==> config.mk <==
export PLATFORM = sky130hd
export DESIGN_NAME = bdc_core
export DESIGN_NICKNAME = d
export VERILOG_FILES = /design/src/bdc_core.v /design/src/bdc_limit_chk.v
export VERILOG_INCLUDE_DIRS = /design/src
export SDC_FILE = /design/constraint.sdc
export NUM_CORES = 2
export LEC_CHECK = 0
export BUFFER_PORTS_ARGS = -buffer_cell sky130_fd_sc_hd__buf_2
export CAP_MARGIN = 20
export CORE_UTILIZATION = 35
export CTS_CLUSTER_SIZE = 30
export DETAILED_ROUTE_END_ITERATION = 7
export GPL_TIMING_DRIVEN = 0
export PLACE_DENSITY = 0.61
export SYNTH_ARGS = -nofsm -noshare
export SYNTH_HDL_FRONTEND = slang
export SYNTH_SLANG_ARGS = --single-unit
export TNS_END_PERCENT = 50
==> constraint.sdc <==
create_clock -name clk -period 9.5 [get_ports clk]
set_input_delay 1.425 -clock clk [delete_from_list [all_inputs] [get_ports clk]]
set_output_delay 1.425 -clock clk [all_outputs]
set_load 0.01 [all_outputs]
==> src/bdc_consts.vh <==
// constants of the barometer digital core
`ifndef BDC_CONSTS_VH
`define BDC_CONSTS_VH
`define BDC_I2C_ADDR     7'h62
`define BDC_GCALL_ADDR   7'h00
`define BDC_R_STATUS     5'h00
`define BDC_R_P_MSB      5'h01
`define BDC_R_P_CSB      5'h02
`define BDC_R_P_LSB      5'h03
`define BDC_R_T_MSB      5'h04
`define BDC_R_T_LSB      5'h05
`define BDC_R_FSTAT      5'h06
`define BDC_R_FDATA      5'h07
`define BDC_R_CTRL1      5'h08
`define BDC_R_FSETUP     5'h09
`define BDC_R_INT_EN     5'h0a
`define BDC_R_INT_ROUTE  5'h0b
`define BDC_R_INT_CFG    5'h0c
`define BDC_R_SRC        5'h0d
`define BDC_R_PTGT_MSB   5'h0e
`define BDC_R_PTGT_LSB   5'h0f
`define BDC_R_PWND_MSB   5'h10
`define BDC_R_PWND_LSB   5'h11
`define BDC_R_TTGT       5'h12
`define BDC_R_TWND       5'h13
`define BDC_R_SYSMOD     5'h14
`define BDC_CTRL_SBY     0
`define BDC_CTRL_OST     1
`define BDC_CTRL_EXP_HI  7
`define BDC_CTRL_EXP_LO  4
`define BDC_FS_MODE_HI   7
`define BDC_FS_MODE_LO   6
`define BDC_FS_WMK_HI    5
`define BDC_FS_WMK_LO    0
`define BDC_FMODE_OFF    2'h0
`define BDC_FMODE_CIRC   2'h1
`define BDC_FMODE_STOP   2'h2
`define BDC_RST_BYTE     8'h00
`define BDC_CLK_HZ       40000000
`define BDC_ACQ_UNIT_S   1
`define BDC_FIFO_DEPTH   32
`define BDC_FDATA_LAST   3'h4
`endif

==> src/bdc_core.v <==
// barometer digital core: i2c client, registers, acquisition, fifo, events
`timescale 1ns/1ps
`default_nettype none
`include "bdc_consts.vh"
module bdc_core #(
	parameter TICKS_PER_SEC = `BDC_CLK_HZ * `BDC_ACQ_UNIT_S,
	parameter DEPTH         = `BDC_FIFO_DEPTH
) (
	input  wire        clk,        // 40 MHz core clock
	input  wire        rst_n,      // synchronous reset, active low
	input  wire        scl_i,      // i2c clock pin level
	input  wire        sda_i,      // i2c data pin level
	output wire        sda_o,      // sda drive value, always low
	output wire        sda_oe,     // sda pulled low while high
	input  wire        meas_valid, // analog front end result strobe
	input  wire [19:0] meas_pres,  // compensated pressure, pascals
	input  wire [15:0] meas_temp,  // temperature
	output wire        meas_req,   // start one acquisition, pulse
	output wire        analog_en,  // analog subsystem power
	output wire [15:0] comp_temp,  // temperature for pressure compensation
	output wire        irq_a_o,    // interrupt pin a drive value
	output wire        irq_a_oe,   // interrupt pin a drive enable
	output wire        irq_b_o,    // interrupt pin b drive value
	output wire        irq_b_oe,   // interrupt pin b drive enable
	output wire        bus_busy    // between start and stop
);
	localparam S_IDLE = 3'h0;
	localparam S_ADDR = 3'h1;
	localparam S_ACKA = 3'h2;
	localparam S_WR   = 3'h3;
	localparam S_ACKW = 3'h4;
	localparam S_RD   = 3'h5;
	localparam S_ACKR = 3'h6;
	localparam S_IGN  = 3'h7;
	localparam [25:0] TICK_LAST = TICKS_PER_SEC - 1;
	localparam [5:0]  DEPTH_CNT = DEPTH;

	// pin synchronisers and edge detection
	reg scl_m_q, scl_s_q, scl_q, sda_m_q, sda_s_q, sda_q;
	always @(posedge clk) begin
		if (!rst_n) begin
			scl_m_q <= 1'b1;
			scl_s_q <= 1'b1;
			scl_q   <= 1'b1;
			sda_m_q <= 1'b1;
			sda_s_q <= 1'b1;
			sda_q   <= 1'b1;
		end else begin
			scl_m_q <= scl_i;
			scl_s_q <= scl_m_q;
			scl_q   <= scl_s_q;
			sda_m_q <= sda_i;
			sda_s_q <= sda_m_q;
			sda_q   <= sda_s_q;
		end
	end
	wire scl_rise = scl_s_q & ~scl_q;
	wire scl_fall = ~scl_s_q & scl_q;
	wire i2c_start = scl_s_q & scl_q & sda_q & ~sda_s_q;
	wire i2c_stop  = scl_s_q & scl_q & ~sda_q & sda_s_q;

	// register state
	reg  [7:0]  ctrl_q, fsetup_q, int_en_q, route_q, int_cfg_q, src_q, ttgt_q, twnd_q;
	reg  [15:0] ptgt_q, pwnd_q;
	reg  [19:0] pres_q;
	reg  [15:0] temp_q;
	reg         dr_q, ow_q, ovf_q, shot_q;
	reg  [5:0]  cnt_q;
	reg  [4:0]  wp_q, rp_q;
	reg  [2:0]  fb_q;
	reg  [35:0] fifo_mem [0:DEPTH-1];
	wire [35:0] head = fifo_mem[rp_q];
	wire [5:0]  wmk = fsetup_q[`BDC_FS_WMK_HI:`BDC_FS_WMK_LO];
	wire [1:0]  fmode = fsetup_q[`BDC_FS_MODE_HI:`BDC_FS_MODE_LO];
	wire        wmk_hit = (wmk != 6'h00) && (cnt_q >= wmk);

	// i2c client
	reg [2:0] st_q;
	reg [3:0] bit_q;
	reg [7:0] sh_q, tx_q, rd_data;
	reg [4:0] ptr_q, rd_addr_q, wr_addr_q;
	reg [7:0] wr_data_q;
	reg       rw_q, first_q, drv_q, busy_q, rd_pulse_q, wr_pulse_q;

	always @* begin
		case (ptr_q)
		`BDC_R_STATUS:    rd_data = {6'h00, ow_q, dr_q};
		`BDC_R_P_MSB:     rd_data = pres_q[19:12];
		`BDC_R_P_CSB:     rd_data = pres_q[11:4];
		`BDC_R_P_LSB:     rd_data = {pres_q[3:0], 4'h0};
		`BDC_R_T_MSB:     rd_data = temp_q[15:8];
		`BDC_R_T_LSB:     rd_data = temp_q[7:0];
		`BDC_R_FSTAT:     rd_data = {ovf_q, wmk_hit, cnt_q};
		`BDC_R_FDATA: begin
			case (fb_q)
			3'h0:    rd_data = head[35:28];
			3'h1:    rd_data = head[27:20];
			3'h2:    rd_data = {head[19:16], 4'h0};
			3'h3:    rd_data = head[15:8];
			default: rd_data = head[7:0];
			endcase
		end
		`BDC_R_CTRL1:     rd_data = ctrl_q;
		`BDC_R_FSETUP:    rd_data = fsetup_q;
		`BDC_R_INT_EN:    rd_data = int_en_q;
		`BDC_R_INT_ROUTE: rd_data = route_q;
		`BDC_R_INT_CFG:   rd_data = int_cfg_q;
		`BDC_R_SRC:       rd_data = src_q;
		`BDC_R_PTGT_MSB:  rd_data = ptgt_q[15:8];
		`BDC_R_PTGT_LSB:  rd_data = ptgt_q[7:0];
		`BDC_R_PWND_MSB:  rd_data = pwnd_q[15:8];
		`BDC_R_PWND_LSB:  rd_data = pwnd_q[7:0];
		`BDC_R_TTGT:      rd_data = ttgt_q;
		`BDC_R_TWND:      rd_data = twnd_q;
		`BDC_R_SYSMOD:    rd_data = {7'h00, analog_en};
		default:          rd_data = `BDC_RST_BYTE;
		endcase
	end

	// the fifo data port keeps its address so a burst drains entries
	wire [4:0] ptr_next = (ptr_q == `BDC_R_FDATA) ? ptr_q : ptr_q + 5'h01;

	always @(posedge clk) begin
		if (!rst_n) begin
			st_q       <= S_IDLE;
			bit_q      <= 4'h0;
			sh_q       <= 8'h00;
			tx_q       <= 8'h00;
			ptr_q      <= 5'h00;
			rd_addr_q  <= 5'h00;
			wr_addr_q  <= 5'h00;
			wr_data_q  <= 8'h00;
			rw_q       <= 1'b0;
			first_q    <= 1'b0;
			drv_q      <= 1'b0;
			busy_q     <= 1'b0;
			rd_pulse_q <= 1'b0;
			wr_pulse_q <= 1'b0;
		end else begin
			rd_pulse_q <= 1'b0;
			wr_pulse_q <= 1'b0;
			if (i2c_start) begin
				// a repeated start lands here too and keeps the pointer
				st_q    <= S_ADDR;
				bit_q   <= 4'h0;
				drv_q   <= 1'b0;
				first_q <= 1'b1;
				busy_q  <= 1'b1;
			end else if (i2c_stop) begin
				st_q   <= S_IDLE;
				drv_q  <= 1'b0;
				busy_q <= 1'b0;
			end else if (scl_rise) begin
				// nothing here waits on a timer: a held scl just delays this edge
				if (st_q == S_ADDR || st_q == S_WR) begin
					sh_q  <= {sh_q[6:0], sda_s_q};
					bit_q <= bit_q + 4'h1;
				end else if (st_q == S_ACKR && sda_s_q)
					st_q <= S_IGN;
			end else if (scl_fall) begin
				case (st_q)
				S_ADDR: begin
					if (bit_q == 4'h8) begin
						bit_q <= 4'h0;
						if (sh_q[7:1] == `BDC_I2C_ADDR && sh_q[7:1] != `BDC_GCALL_ADDR) begin
							drv_q <= 1'b1;
							rw_q  <= sh_q[0];
							st_q  <= S_ACKA;
						end else
							st_q <= S_IGN;
					end
				end
				S_ACKA, S_ACKR: begin
					if (st_q == S_ACKA && !rw_q) begin
						drv_q <= 1'b0;
						st_q  <= S_WR;
						bit_q <= 4'h0;
					end else begin
						tx_q       <= rd_data;
						drv_q      <= ~rd_data[7];
						bit_q      <= 4'h1;
						st_q       <= S_RD;
						rd_pulse_q <= 1'b1;
						rd_addr_q  <= ptr_q;
						ptr_q      <= ptr_next;
					end
				end
				S_WR: begin
					if (bit_q == 4'h8) begin
						bit_q <= 4'h0;
						drv_q <= 1'b1;
						st_q  <= S_ACKW;
						if (first_q) begin
							ptr_q   <= sh_q[4:0];
							first_q <= 1'b0;
						end else begin
							wr_pulse_q <= 1'b1;
							wr_addr_q  <= ptr_q;
							wr_data_q  <= sh_q;
							ptr_q      <= ptr_next;
						end
					end
				end
				S_ACKW: begin
					drv_q <= 1'b0;
					st_q  <= S_WR;
				end
				S_RD: begin
					if (bit_q == 4'h8) begin
						drv_q <= 1'b0;
						st_q  <= S_ACKR;
					end else begin
						drv_q <= ~tx_q[6];
						tx_q  <= {tx_q[6:0], 1'b0};
						bit_q <= bit_q + 4'h1;
					end
				end
				default: drv_q <= 1'b0;
				endcase
			end
		end
	end
	// only sda is ever driven; scl has no output so low phases are never stretched
	assign sda_o    = 1'b0;
	assign sda_oe   = drv_q;
	assign bus_busy = busy_q;

	wire clr_src = rd_pulse_q && rd_addr_q == `BDC_R_SRC;
	wire clr_dr  = rd_pulse_q && rd_addr_q == `BDC_R_T_LSB;
	wire clr_ovf = rd_pulse_q && rd_addr_q == `BDC_R_FSTAT;
	wire fd_rd   = rd_pulse_q && rd_addr_q == `BDC_R_FDATA;

	// acquisition sequencing
	reg  [25:0] sub_q;
	reg  [15:0] secs_q;
	reg         kick_q, busy_acq_q, req_q, sby_prev_q;
	wire        sby = ctrl_q[`BDC_CTRL_SBY];
	wire [3:0]  expo = ctrl_q[`BDC_CTRL_EXP_HI:`BDC_CTRL_EXP_LO];
	wire [15:0] per_last = (16'h0001 << expo) - 16'h0001;
	wire        tick = sub_q == TICK_LAST;
	wire        smp_v = meas_valid && busy_acq_q;
	wire        ost_wr = wr_pulse_q && wr_addr_q == `BDC_R_CTRL1 && wr_data_q[`BDC_CTRL_OST];

	assign analog_en = sby | shot_q;
	assign meas_req  = req_q;
	assign comp_temp = temp_q;

	always @(posedge clk) begin
		if (!rst_n) begin
			sub_q      <= 26'h0;
			secs_q     <= 16'h0;
			kick_q     <= 1'b0;
			busy_acq_q <= 1'b0;
			req_q      <= 1'b0;
			sby_prev_q <= 1'b0;
			shot_q     <= 1'b0;
		end else begin
			sby_prev_q <= sby;
			req_q      <= 1'b0;
			if (!sby) begin
				sub_q  <= 26'h0;
				secs_q <= 16'h0;
			end else begin
				sub_q <= tick ? 26'h0 : sub_q + 26'h1;
				if (tick)
					secs_q <= (secs_q >= per_last) ? 16'h0 : secs_q + 16'h1;
			end
			if (ost_wr)
				shot_q <= 1'b1;
			else if (smp_v)
				shot_q <= 1'b0;
			if ((sby && !sby_prev_q) || ost_wr || (sby && tick && secs_q >= per_last))
				kick_q <= 1'b1;
			else if (req_q)
				kick_q <= 1'b0;
			// a kick during a conversion waits rather than restarting it
			if (kick_q && analog_en && !busy_acq_q && !req_q) begin
				req_q      <= 1'b1;
				busy_acq_q <= 1'b1;
			end else if (smp_v || !analog_en)
				busy_acq_q <= 1'b0;
		end
	end

	// software registers, data latch and status
	always @(posedge clk) begin
		if (!rst_n) begin
			ctrl_q    <= `BDC_RST_BYTE;
			fsetup_q  <= `BDC_RST_BYTE;
			int_en_q  <= `BDC_RST_BYTE;
			route_q   <= `BDC_RST_BYTE;
			int_cfg_q <= `BDC_RST_BYTE;
			ttgt_q    <= `BDC_RST_BYTE;
			twnd_q    <= `BDC_RST_BYTE;
			ptgt_q    <= 16'h0000;
			pwnd_q    <= 16'h0000;
			pres_q    <= 20'h00000;
			temp_q    <= 16'h0000;
			dr_q      <= 1'b0;
			ow_q      <= 1'b0;
		end else begin
			if (wr_pulse_q) begin
				case (wr_addr_q)
				`BDC_R_CTRL1:     ctrl_q <= wr_data_q;
				`BDC_R_FSETUP:    fsetup_q <= wr_data_q;
				`BDC_R_INT_EN:    int_en_q <= wr_data_q;
				`BDC_R_INT_ROUTE: route_q <= wr_data_q;
				`BDC_R_INT_CFG:   int_cfg_q <= wr_data_q;
				`BDC_R_PTGT_MSB:  ptgt_q[15:8] <= wr_data_q;
				`BDC_R_PTGT_LSB:  ptgt_q[7:0] <= wr_data_q;
				`BDC_R_PWND_MSB:  pwnd_q[15:8] <= wr_data_q;
				`BDC_R_PWND_LSB:  pwnd_q[7:0] <= wr_data_q;
				`BDC_R_TTGT:      ttgt_q <= wr_data_q;
				`BDC_R_TWND:      twnd_q <= wr_data_q;
				default:          ctrl_q <= ctrl_q;
				endcase
			end
			if (smp_v && shot_q)
				ctrl_q[`BDC_CTRL_OST] <= 1'b0;
			if (smp_v) begin
				pres_q <= meas_pres;
				temp_q <= meas_temp;
			end
			dr_q <= smp_v | (dr_q & ~clr_dr);
			ow_q <= (smp_v & dr_q & ~clr_dr) | (ow_q & ~clr_dr);
		end
	end

	// sample fifo: circular mode drops the oldest entry, stop mode the newest
	wire push   = smp_v && fmode != `BDC_FMODE_OFF;
	wire pop    = fd_rd && fb_q == `BDC_FDATA_LAST && cnt_q != 6'h00;
	wire full   = cnt_q == DEPTH_CNT && !pop;
	wire wr_ok  = push && (!full || fmode == `BDC_FMODE_CIRC);
	wire rp_adv = pop || (push && full && fmode == `BDC_FMODE_CIRC);
	always @(posedge clk) begin
		if (wr_ok)
			fifo_mem[wp_q] <= {meas_pres, meas_temp};
	end
	always @(posedge clk) begin
		if (!rst_n) begin
			wp_q  <= 5'h00;
			rp_q  <= 5'h00;
			cnt_q <= 6'h00;
			fb_q  <= 3'h0;
			ovf_q <= 1'b0;
		end else begin
			if (wr_ok)
				wp_q <= wp_q + 5'h01;
			if (rp_adv)
				rp_q <= rp_q + 5'h01;
			if (wr_ok && !full && !pop)
				cnt_q <= cnt_q + 6'h01;
			else if (pop && !push)
				cnt_q <= cnt_q - 6'h01;
			if (fd_rd)
				fb_q <= (fb_q == `BDC_FDATA_LAST) ? 3'h0 : fb_q + 3'h1;
			ovf_q <= (push && full) | (ovf_q & ~clr_ovf);
		end
	end

	// event detection
	wire p_thr, p_win, p_chg, t_thr, t_win, t_chg;
	bdc_limit_chk #(.W(16)) u_pchk (
		.clk     (clk),
		.rst_n   (rst_n),
		.smp_v   (smp_v),
		.cur     (meas_pres[19:4]),
		.tgt     (ptgt_q),
		.win     (pwnd_q),
		.thr_hit (p_thr),
		.in_win  (p_win),
		.chg_hit (p_chg)
	);
	bdc_limit_chk #(.W(8)) u_tchk (
		.clk     (clk),
		.rst_n   (rst_n),
		.smp_v   (smp_v),
		.cur     (meas_temp[15:8]),
		.tgt     (ttgt_q),
		.win     (twnd_q),
		.thr_hit (t_thr),
		.in_win  (t_win),
		.chg_hit (t_chg)
	);

	// sticky sources; a new event in the clearing cycle survives the clear
	wire [7:0] src_set = {t_chg, p_chg, t_win, t_thr, p_win, p_thr,
		ovf_q | wmk_hit, dr_q | ow_q};
	always @(posedge clk) begin
		if (!rst_n)
			src_q <= 8'h00;
		else
			src_q <= src_set | (src_q & ~{8{clr_src}});
	end

	// interrupt pins: route bit set sends a source to pin a, clear to pin b
	wire [7:0] act_src = src_q & int_en_q;
	wire [1:0] act = {|(act_src & ~route_q), |(act_src & route_q)};
	reg  [1:0] pin_o_q, pin_oe_q;
	genvar gi;
	generate
		for (gi = 0; gi < 2; gi = gi + 1) begin : g_irq
			wire pol = int_cfg_q[2*gi];
			wire od  = int_cfg_q[2*gi+1];
			wire lvl = pol ? act[gi] : ~act[gi];
			always @(posedge clk) begin
				if (!rst_n) begin
					pin_o_q[gi]  <= 1'b0;
					pin_oe_q[gi] <= 1'b1;
				end else begin
					pin_o_q[gi]  <= od ? 1'b0 : lvl;
					pin_oe_q[gi] <= od ? ~lvl : 1'b1;
				end
			end
		end
	endgenerate
	assign irq_a_o  = pin_o_q[0];
	assign irq_a_oe = pin_oe_q[0];
	assign irq_b_o  = pin_o_q[1];
	assign irq_b_oe = pin_oe_q[1];
endmodule // bdc_core
`default_nettype wire

==> src/bdc_limit_chk.v <==
// target, window and change detector for one measured quantity
`timescale 1ns/1ps
`default_nettype none
module bdc_limit_chk #(
	parameter W = 16
) (
	input  wire         clk,     // core clock
	input  wire         rst_n,   // synchronous reset, active low
	input  wire         smp_v,   // new sample strobe
	input  wire [W-1:0] cur,     // new sample
	input  wire [W-1:0] tgt,     // target
	input  wire [W-1:0] win,     // window
	output reg          thr_hit, // target or window edge reached, pulse
	output reg          in_win,  // sample inside target +/- window, pulse
	output reg          chg_hit  // step from previous sample above window, pulse
);
	reg  [W-1:0] prev_q;
	reg          have_q;
	wire [W:0]   c  = {1'b0, cur};
	wire [W:0]   p  = {1'b0, prev_q};
	wire [W:0]   hi = {1'b0, tgt} + {1'b0, win};
	wire [W:0]   lo = (tgt > win) ? {1'b0, tgt - win} : {(W+1){1'b0}};
	wire [W:0]   dif = (c > p) ? c - p : p - c;
	wire         wz = (win == {W{1'b0}});

	// reaching counts too, so a sample landing exactly on the level fires
	function crossed;
		input [W:0] a;
		input [W:0] b;
		input [W:0] lvl;
		input       hv;
		begin
			crossed = (b == lvl) || (hv && ((a < lvl && b > lvl) || (a > lvl && b < lvl)));
		end
	endfunction

	always @(posedge clk) begin
		if (!rst_n) begin
			prev_q  <= {W{1'b0}};
			have_q  <= 1'b0;
			thr_hit <= 1'b0;
			in_win  <= 1'b0;
			chg_hit <= 1'b0;
		end else begin
			thr_hit <= smp_v && (crossed(p, c, {1'b0, tgt}, have_q) ||
				(!wz && (crossed(p, c, hi, have_q) || crossed(p, c, lo, have_q))));
			in_win  <= smp_v && !wz && c >= lo && c <= hi;
			chg_hit <= smp_v && have_q && dif > {1'b0, win};
			if (smp_v) begin
				prev_q <= cur;
				have_q <= 1'b1;
			end
		end
	end
endmodule // bdc_limit_chk
`default_nettype wire

* Yosys cells after proc, flatten, opt, wreduce, memory -nomap -nowiden
Memory sizes are Yosys's and may differ from the RTL's. A register that Yosys moved wholly into a read port is not among the register bits. Index checks and enable logic that the tools add are counted.
Storage, ports and cells: register bits after elaboration 293, bits in latches 0, RAM bits 1152, memory bits (read-only) 0, logic and storage cells 460, memories 1
Cells by class: add/sub/neg operators 18, multiply operators 0, div/mod/pow operators 0, $lt $le $gt $ge 36, eq/ne operators 76, shift-type cells 1, mux-type cells 66, bitwise gates (word level) 48, reduce and logical (&&, ||, !) cells 151
Memory list:
- fifo_mem | words 32, width 36, rd ports 1, clocked after memory_dff 1, wr ports 1, line bdc_core.v:71 | reg [35:0] fifo_mem [0:DEPTH-1];
Operators with widths (number):
- $pmux W8 S21 | 1
- $eq A5 B4 Y1 const B | 16
- $gt A16 B17 Y1 | 4
- $lt A16 B17 Y1 | 4
- $gt A16 B16 Y1 | 4
- $logic_and A1 B1 Y1 | 59
- $eq A5 B5 Y1 const B | 9
- $reduce_and A7 Y1 | 6
- $gt A8 B9 Y1 | 4
- $lt A8 B9 Y1 | 4
- $eq A5 B3 Y1 const B | 7
- $eq A16 B17 Y1 | 2
- $sub A16 B16 Y17 | 2
- $and A8 B8 Y8 | 4
- $gt A8 B8 Y1 | 4
- $lt A16 B16 Y1 | 2
- $mux W16 | 2
- $pmux W8 S4 | 1
- $mux W3 | 10
- $mux W5 | 6
- $mux W1 | 29
- $reduce_and A2 Y1 | 14
- $add A26 B1 Y26 const B | 1
- $eq A26 B26 Y1 const B | 1
- other kinds (78) | 200

* Logic depth before layout (Yosys ltp)
word-level depth 12, depth in mapped cells 21, depth with buffers taken out 21

* Hierarchy
A second synthesis with hierarchy kept.
Second synthesis, totals: cells, all modules 4555, area, all modules 66411.2 um^2
By module, submodules not included:
- bdc_core | instances 1, cells each 3343, area each 56904.6 um^2
- bdc_limit_chk (u_pchk) | instances 1, cells each 828, area each 6409.9 um^2
- bdc_limit_chk (u_tchk) | instances 1, cells each 384, area each 3096.7 um^2

* Worst setup path after synthesis
OpenSTA, ideal clock, no wires.
path kind in2reg, start input meas_valid, end memory fifo_mem[11][0], enable pin, data arrival time 6.516 ns, path slack 2.451 ns, stages on the path 6, buffers on the path 1, cell sequence and2_1 > clkbuf_1 > o21ai_1 > a31oi_1 > nand2_1 > nor4b_1
Between the ends: word-level cells in the longest chain between the ends 5
RTL lines:
- start: declaration | line bdc_core.v:15 | input wire meas_valid,
- $logic_and A1 B1 Y1 | line bdc_core.v:241 | wire smp_v = meas_valid && busy_acq_q;
- $logic_and A1 B1 Y1 (no source line)
- $logic_and A1 B1 Y1 | line bdc_core.v:333 | wire wr_ok = push && (!full || fmode == `BDC_FMODE_CIRC);
- $mux W1 | line bdc_core.v:336 | if (wr_ok)
- $mux W1 (implied by the code) | line bdc_core.v:337 | fifo_mem[wp_q] <= {meas_pres, meas_temp};
- end: declaration | line bdc_core.v:71
No other way between the ends.

* Worst setup path in the final report
start register ptgt_q[0], end register u_pchk.thr_hit
Between the ends: word-level cells in the longest chain between the ends 11
RTL lines:
- start: declaration | line bdc_core.v:64 | reg [15:0] ptgt_q, pwnd_q;
- start signal: assignment | line bdc_core.v:310 | `BDC_R_PTGT_LSB: ptgt_q[7:0] <= wr_data_q;
- $sub A16 B16 Y16 / $gt A16 B16 Y1 (equally long branches) | line bdc_limit_chk.v:22 | wire [W:0] lo = (tgt > win) ? {1'b0, tgt - win} : {(W+1){1'b0}};
- $mux W16 | line bdc_limit_chk.v:22
- $lt A16 B17 Y1 / $gt A16 B17 Y1 (equally long branches) | line bdc_limit_chk.v:33 | crossed = (b == lvl) || (hv && ((a < lvl && b > lvl) || (a > lvl && b < lvl)));
- $logic_and A1 B1 Y1 | line bdc_limit_chk.v:33
- $logic_or A1 B1 Y1 | line bdc_limit_chk.v:33
- $logic_and A1 B1 Y1 | line bdc_limit_chk.v:33
- $logic_or A1 B1 Y1 | line bdc_limit_chk.v:33
- $logic_or A1 B1 Y1 | line bdc_limit_chk.v:46 | (!wz && (crossed(p, c, hi, have_q) || crossed(p, c, lo, have_q))));
- $logic_and A1 B1 Y1 | line bdc_limit_chk.v:46
- $logic_or A1 B1 Y1 * | line bdc_limit_chk.v:45 | thr_hit <= smp_v && (crossed(p, c, {1'b0, tgt}, have_q) ||
- $logic_and A1 B1 Y1 * | line bdc_limit_chk.v:45
- end signal: assignment | line bdc_limit_chk.v:45
- end: declaration | line bdc_limit_chk.v:13 | output reg thr_hit,
Every way passes the cells marked *; elsewhere a longest branch is shown, timed or not. A chain may end at the register's enable or synchronous reset.

==> metrics.txt <==
clock share of power 43.7%; Hold Crit Depth 1; fraction of layout cells with a size suffix above 1 16.8%; fraction of registers with async set/reset 0%; min-delay worst type register to register; Clock Latency Late Sink 0.80 ns; final setup violation count 0; peak supply drop 0.140 mV; Yosys cell types 87; detailed placement HPWL 151 mm; Int Power 9.88 mW; sequential power share 53.7%; Net Sw Frac 21.4%; vias in the first global route 41200; worst-margin pin slew 1.26 ns; Seq/Total Area, Yosys 61.1%; Residual DRC 0; Yosys top cell by area edfxtp_1; Net Switching 2.68 mW; Worst EP arrival 6.84 ns; CTS tree built; Critical R2R Capture u_pchk.thr_hit$_SDFF_PN0_; die width 435 microns; CTS H-tree depth 4; Fmax achieved 162 MHz; crit share post-route 65.1%; Rows 158; EDFF count, synth 1152; commonest non-fill, non-tap cell in the layout edfxtp_1; flop2flop setup slack 3.32 ns; Clock Tree Root clkbuf_16; HP Start sda_m_q$_SDFF_PN1_; R2R Path Start ptgt_q[0]$_SDFFE_PN0P_; CP Launch Type register; Hold EP sda_s_q$_SDFF_PN1_; clock buffer depth 3; Primary FF master, synth edfxtp_1; IO Pins 66; grt ovf 0; Post-Synthesis Cells 4502; first-pass GRT wire length 301 mm; maxcap violations 0; Resize count post-CTS 0; post-DR wirelength/cell 28.6 microns; R2R depth 18; status finished, final reports clean; flops & latches, synth 1426; initial antenna violation count 4; Synth warnings 0; crit path launch ptgt_q[0]$_SDFFE_PN0P_; Area Overhead vs Synth 15.1%; GPL Wtd Cong 0.942; Routed WL 212 mm; combinational fraction of design power 2.6%; hold-fix buffers at CTS 0; total power 12.6 mW; Post-Syn Area 65600 sq um; final worst clock skew 0.0369 ns; count of final hold-check violations 0; largest net degree at the start of global routing 40; DIE AREA 189000 sq um; most frequent cells in the layout edfxtp_1, mux4_2, ha_1; Leak 25.3 nW; DR vias 42600; antenna-violating nets left 0; Sink Count 1426; TritonCTS Buffers 142; post-DR vias/cell 5.75; syn avg cell area 14.6 sq um; Yosys top cell area share 52.8%; cells taking the most area after synthesis edfxtp_1, mux4_2, dfxtp_1, ha_1, mux2i_1; Max-slew headroom 16.1%; worst-path fanout max 10; crit path kind register to register; Final Critical Period 6.18 ns; PD cells 166 nW/um^2; Layout fillers 16900; fin util 40.6%; max-slew violations 0; Worst setup EP type register; Initial Util 35.3%; Core Box Area 186000 sq um; Synth Net Count 4865; Worst-path clk slew 0.07 ns; GRT Util Overall 22.0%; Die Ht 435 microns; Initial DRC Count 5212; drt first pass iters 8; Port Buf Inserts 64; WP data required 10.16 ns; nets 5178; setup bufs post-CTS 0; unrepaired setup endpoints after global routing no
## per-layer routing
layer  track usage [%]  part of all wire [%]  up-vias
li1                  -                     -    18100
met1              30.0                    41    22000
met2              35.2                    47     2093
met3              3.61                   8.2      392
met4              8.43                   4.2        2
met5                 0                0.0057        -
## logic make-up after synthesis
kind of cell | share of synthesized area, %
DFF | 61.1
and+or+nand+nor | 7.79
AOI/OAI and AO/OA | 6.68
muxes | 14.3
buffers and inverters | 2.51
adders and majority gates | 6.25
xor gates and xnor gates | 1.38
other | 0.0115
## area by class of cell
class / count / area [sq um] / share of cell area, %
timing repair buffer: 169 / 2030 / 2.69
antenna: 5 / 12.5 / 0.0166
multi-input combinational: 2672 / 24100 / 31.9
clock buffer: 191 / 3870 / 5.13
sequential: 1426 / 40100 / 53.1
inverter: 187 / 702 / 0.930
buffer: 217 / 947 / 1.25
tap: 2480 / 3100 / 4.11
clock inverter: 61 / 644 / 0.854
## state kept, by name (all words and copies together), names as in the netlist, 16 cells and up, named ones only
signal     cells
comp_temp     16
pres_q        20
pwnd_q        16
ptgt_q        16
secs_q        16
fifo_mem    1152
sub_q         26
## worst max-delay path, cell delays in order, from the launching register on
cell      delay (ns)
dfxtp_1         0.54
inv_1           0.11
ha_1            0.24
fa_1            0.40
nand2b_1        0.19
a21oi_1         0.21
o21ai_1         0.15
a211o_1         0.35
a311oi_1        0.27
nor3_1          0.09
nor2_1          0.54
clkbuf_1        0.43
nand2_1         0.17
ha_1            0.33
nand3_1         0.10
or3_1           0.46
nor4_1          0.89
a211oi_1        0.19
a31oi_1         0.38
## power by group through the flow
stage                     registers [mW]  logic [mW]  clock network, mW
after detailed placement            6.88       0.321                  0
after global routing                6.74       0.353               5.79
after global placement              6.88       0.311                  0
final                               6.74       0.323               5.50
after CTS                           6.74       0.322               5.56
after floorplan                     6.88       0.150                  0
## worst max path at each step
stage | end | slack, ns | cells after the start
2_1_floorplan | fifo_mem[11][0]$_DFFE_PP_ | 2.45 | 6
3_3_place_gp | fifo_mem[19][2]$_DFFE_PP_ | -5.92 | 7
3_5_place_dp | u_pchk.chg_hit$_SDFF_PN0_ | 2.80 | 21
4_1_cts | u_pchk.thr_hit$_SDFF_PN0_ | 3.47 | 18
5_1_grt | u_pchk.thr_hit$_SDFF_PN0_ | 3.20 | 18
6_report | u_pchk.thr_hit$_SDFF_PN0_ | 3.32 | 18
## Yosys cell counts (17+ instances only)
master and count:
inv_1 182, nand2b_1 27, and3_1 31, nor2b_1 62, ha_1 313, xor2_1 50, clkbuf_1 142, nand2_1 284
a22oi_1 26, buf_2 42, o21a_1 35, a21oi_1 199, a211oi_1 28, nor2_1 320, nand4_1 68, mux4_2 333
mux2i_1 169, xnor2_1 53, and2_1 20, nand3_1 94, dfxtp_1 274, o211ai_1 20, o21ai_0 95, buf_4 19
nor3_1 43, nand3b_1 17, edfxtp_1 1152, nor4_1 23, a21o_1 39, a31oi_1 31
## stage by stage
step	setup slack, ns	instance area, sq um	std cells	setup TNS [ns]	hold slack (ns)
2_1_floorplan	2.45	65600	4502	0	0.386
3_3_place_gp	-5.92	69000	7046	-816.33	0.394
3_5_place_dp	2.80	70900	7151	0	0.403
4_1_cts	3.47	75500	7403	0	0.417
5_1_grt	3.20	75500	7404	0	0.443
6_report	3.32	75500	7408	0	0.415
No activity file was read; power rests on OpenSTA's default activity.
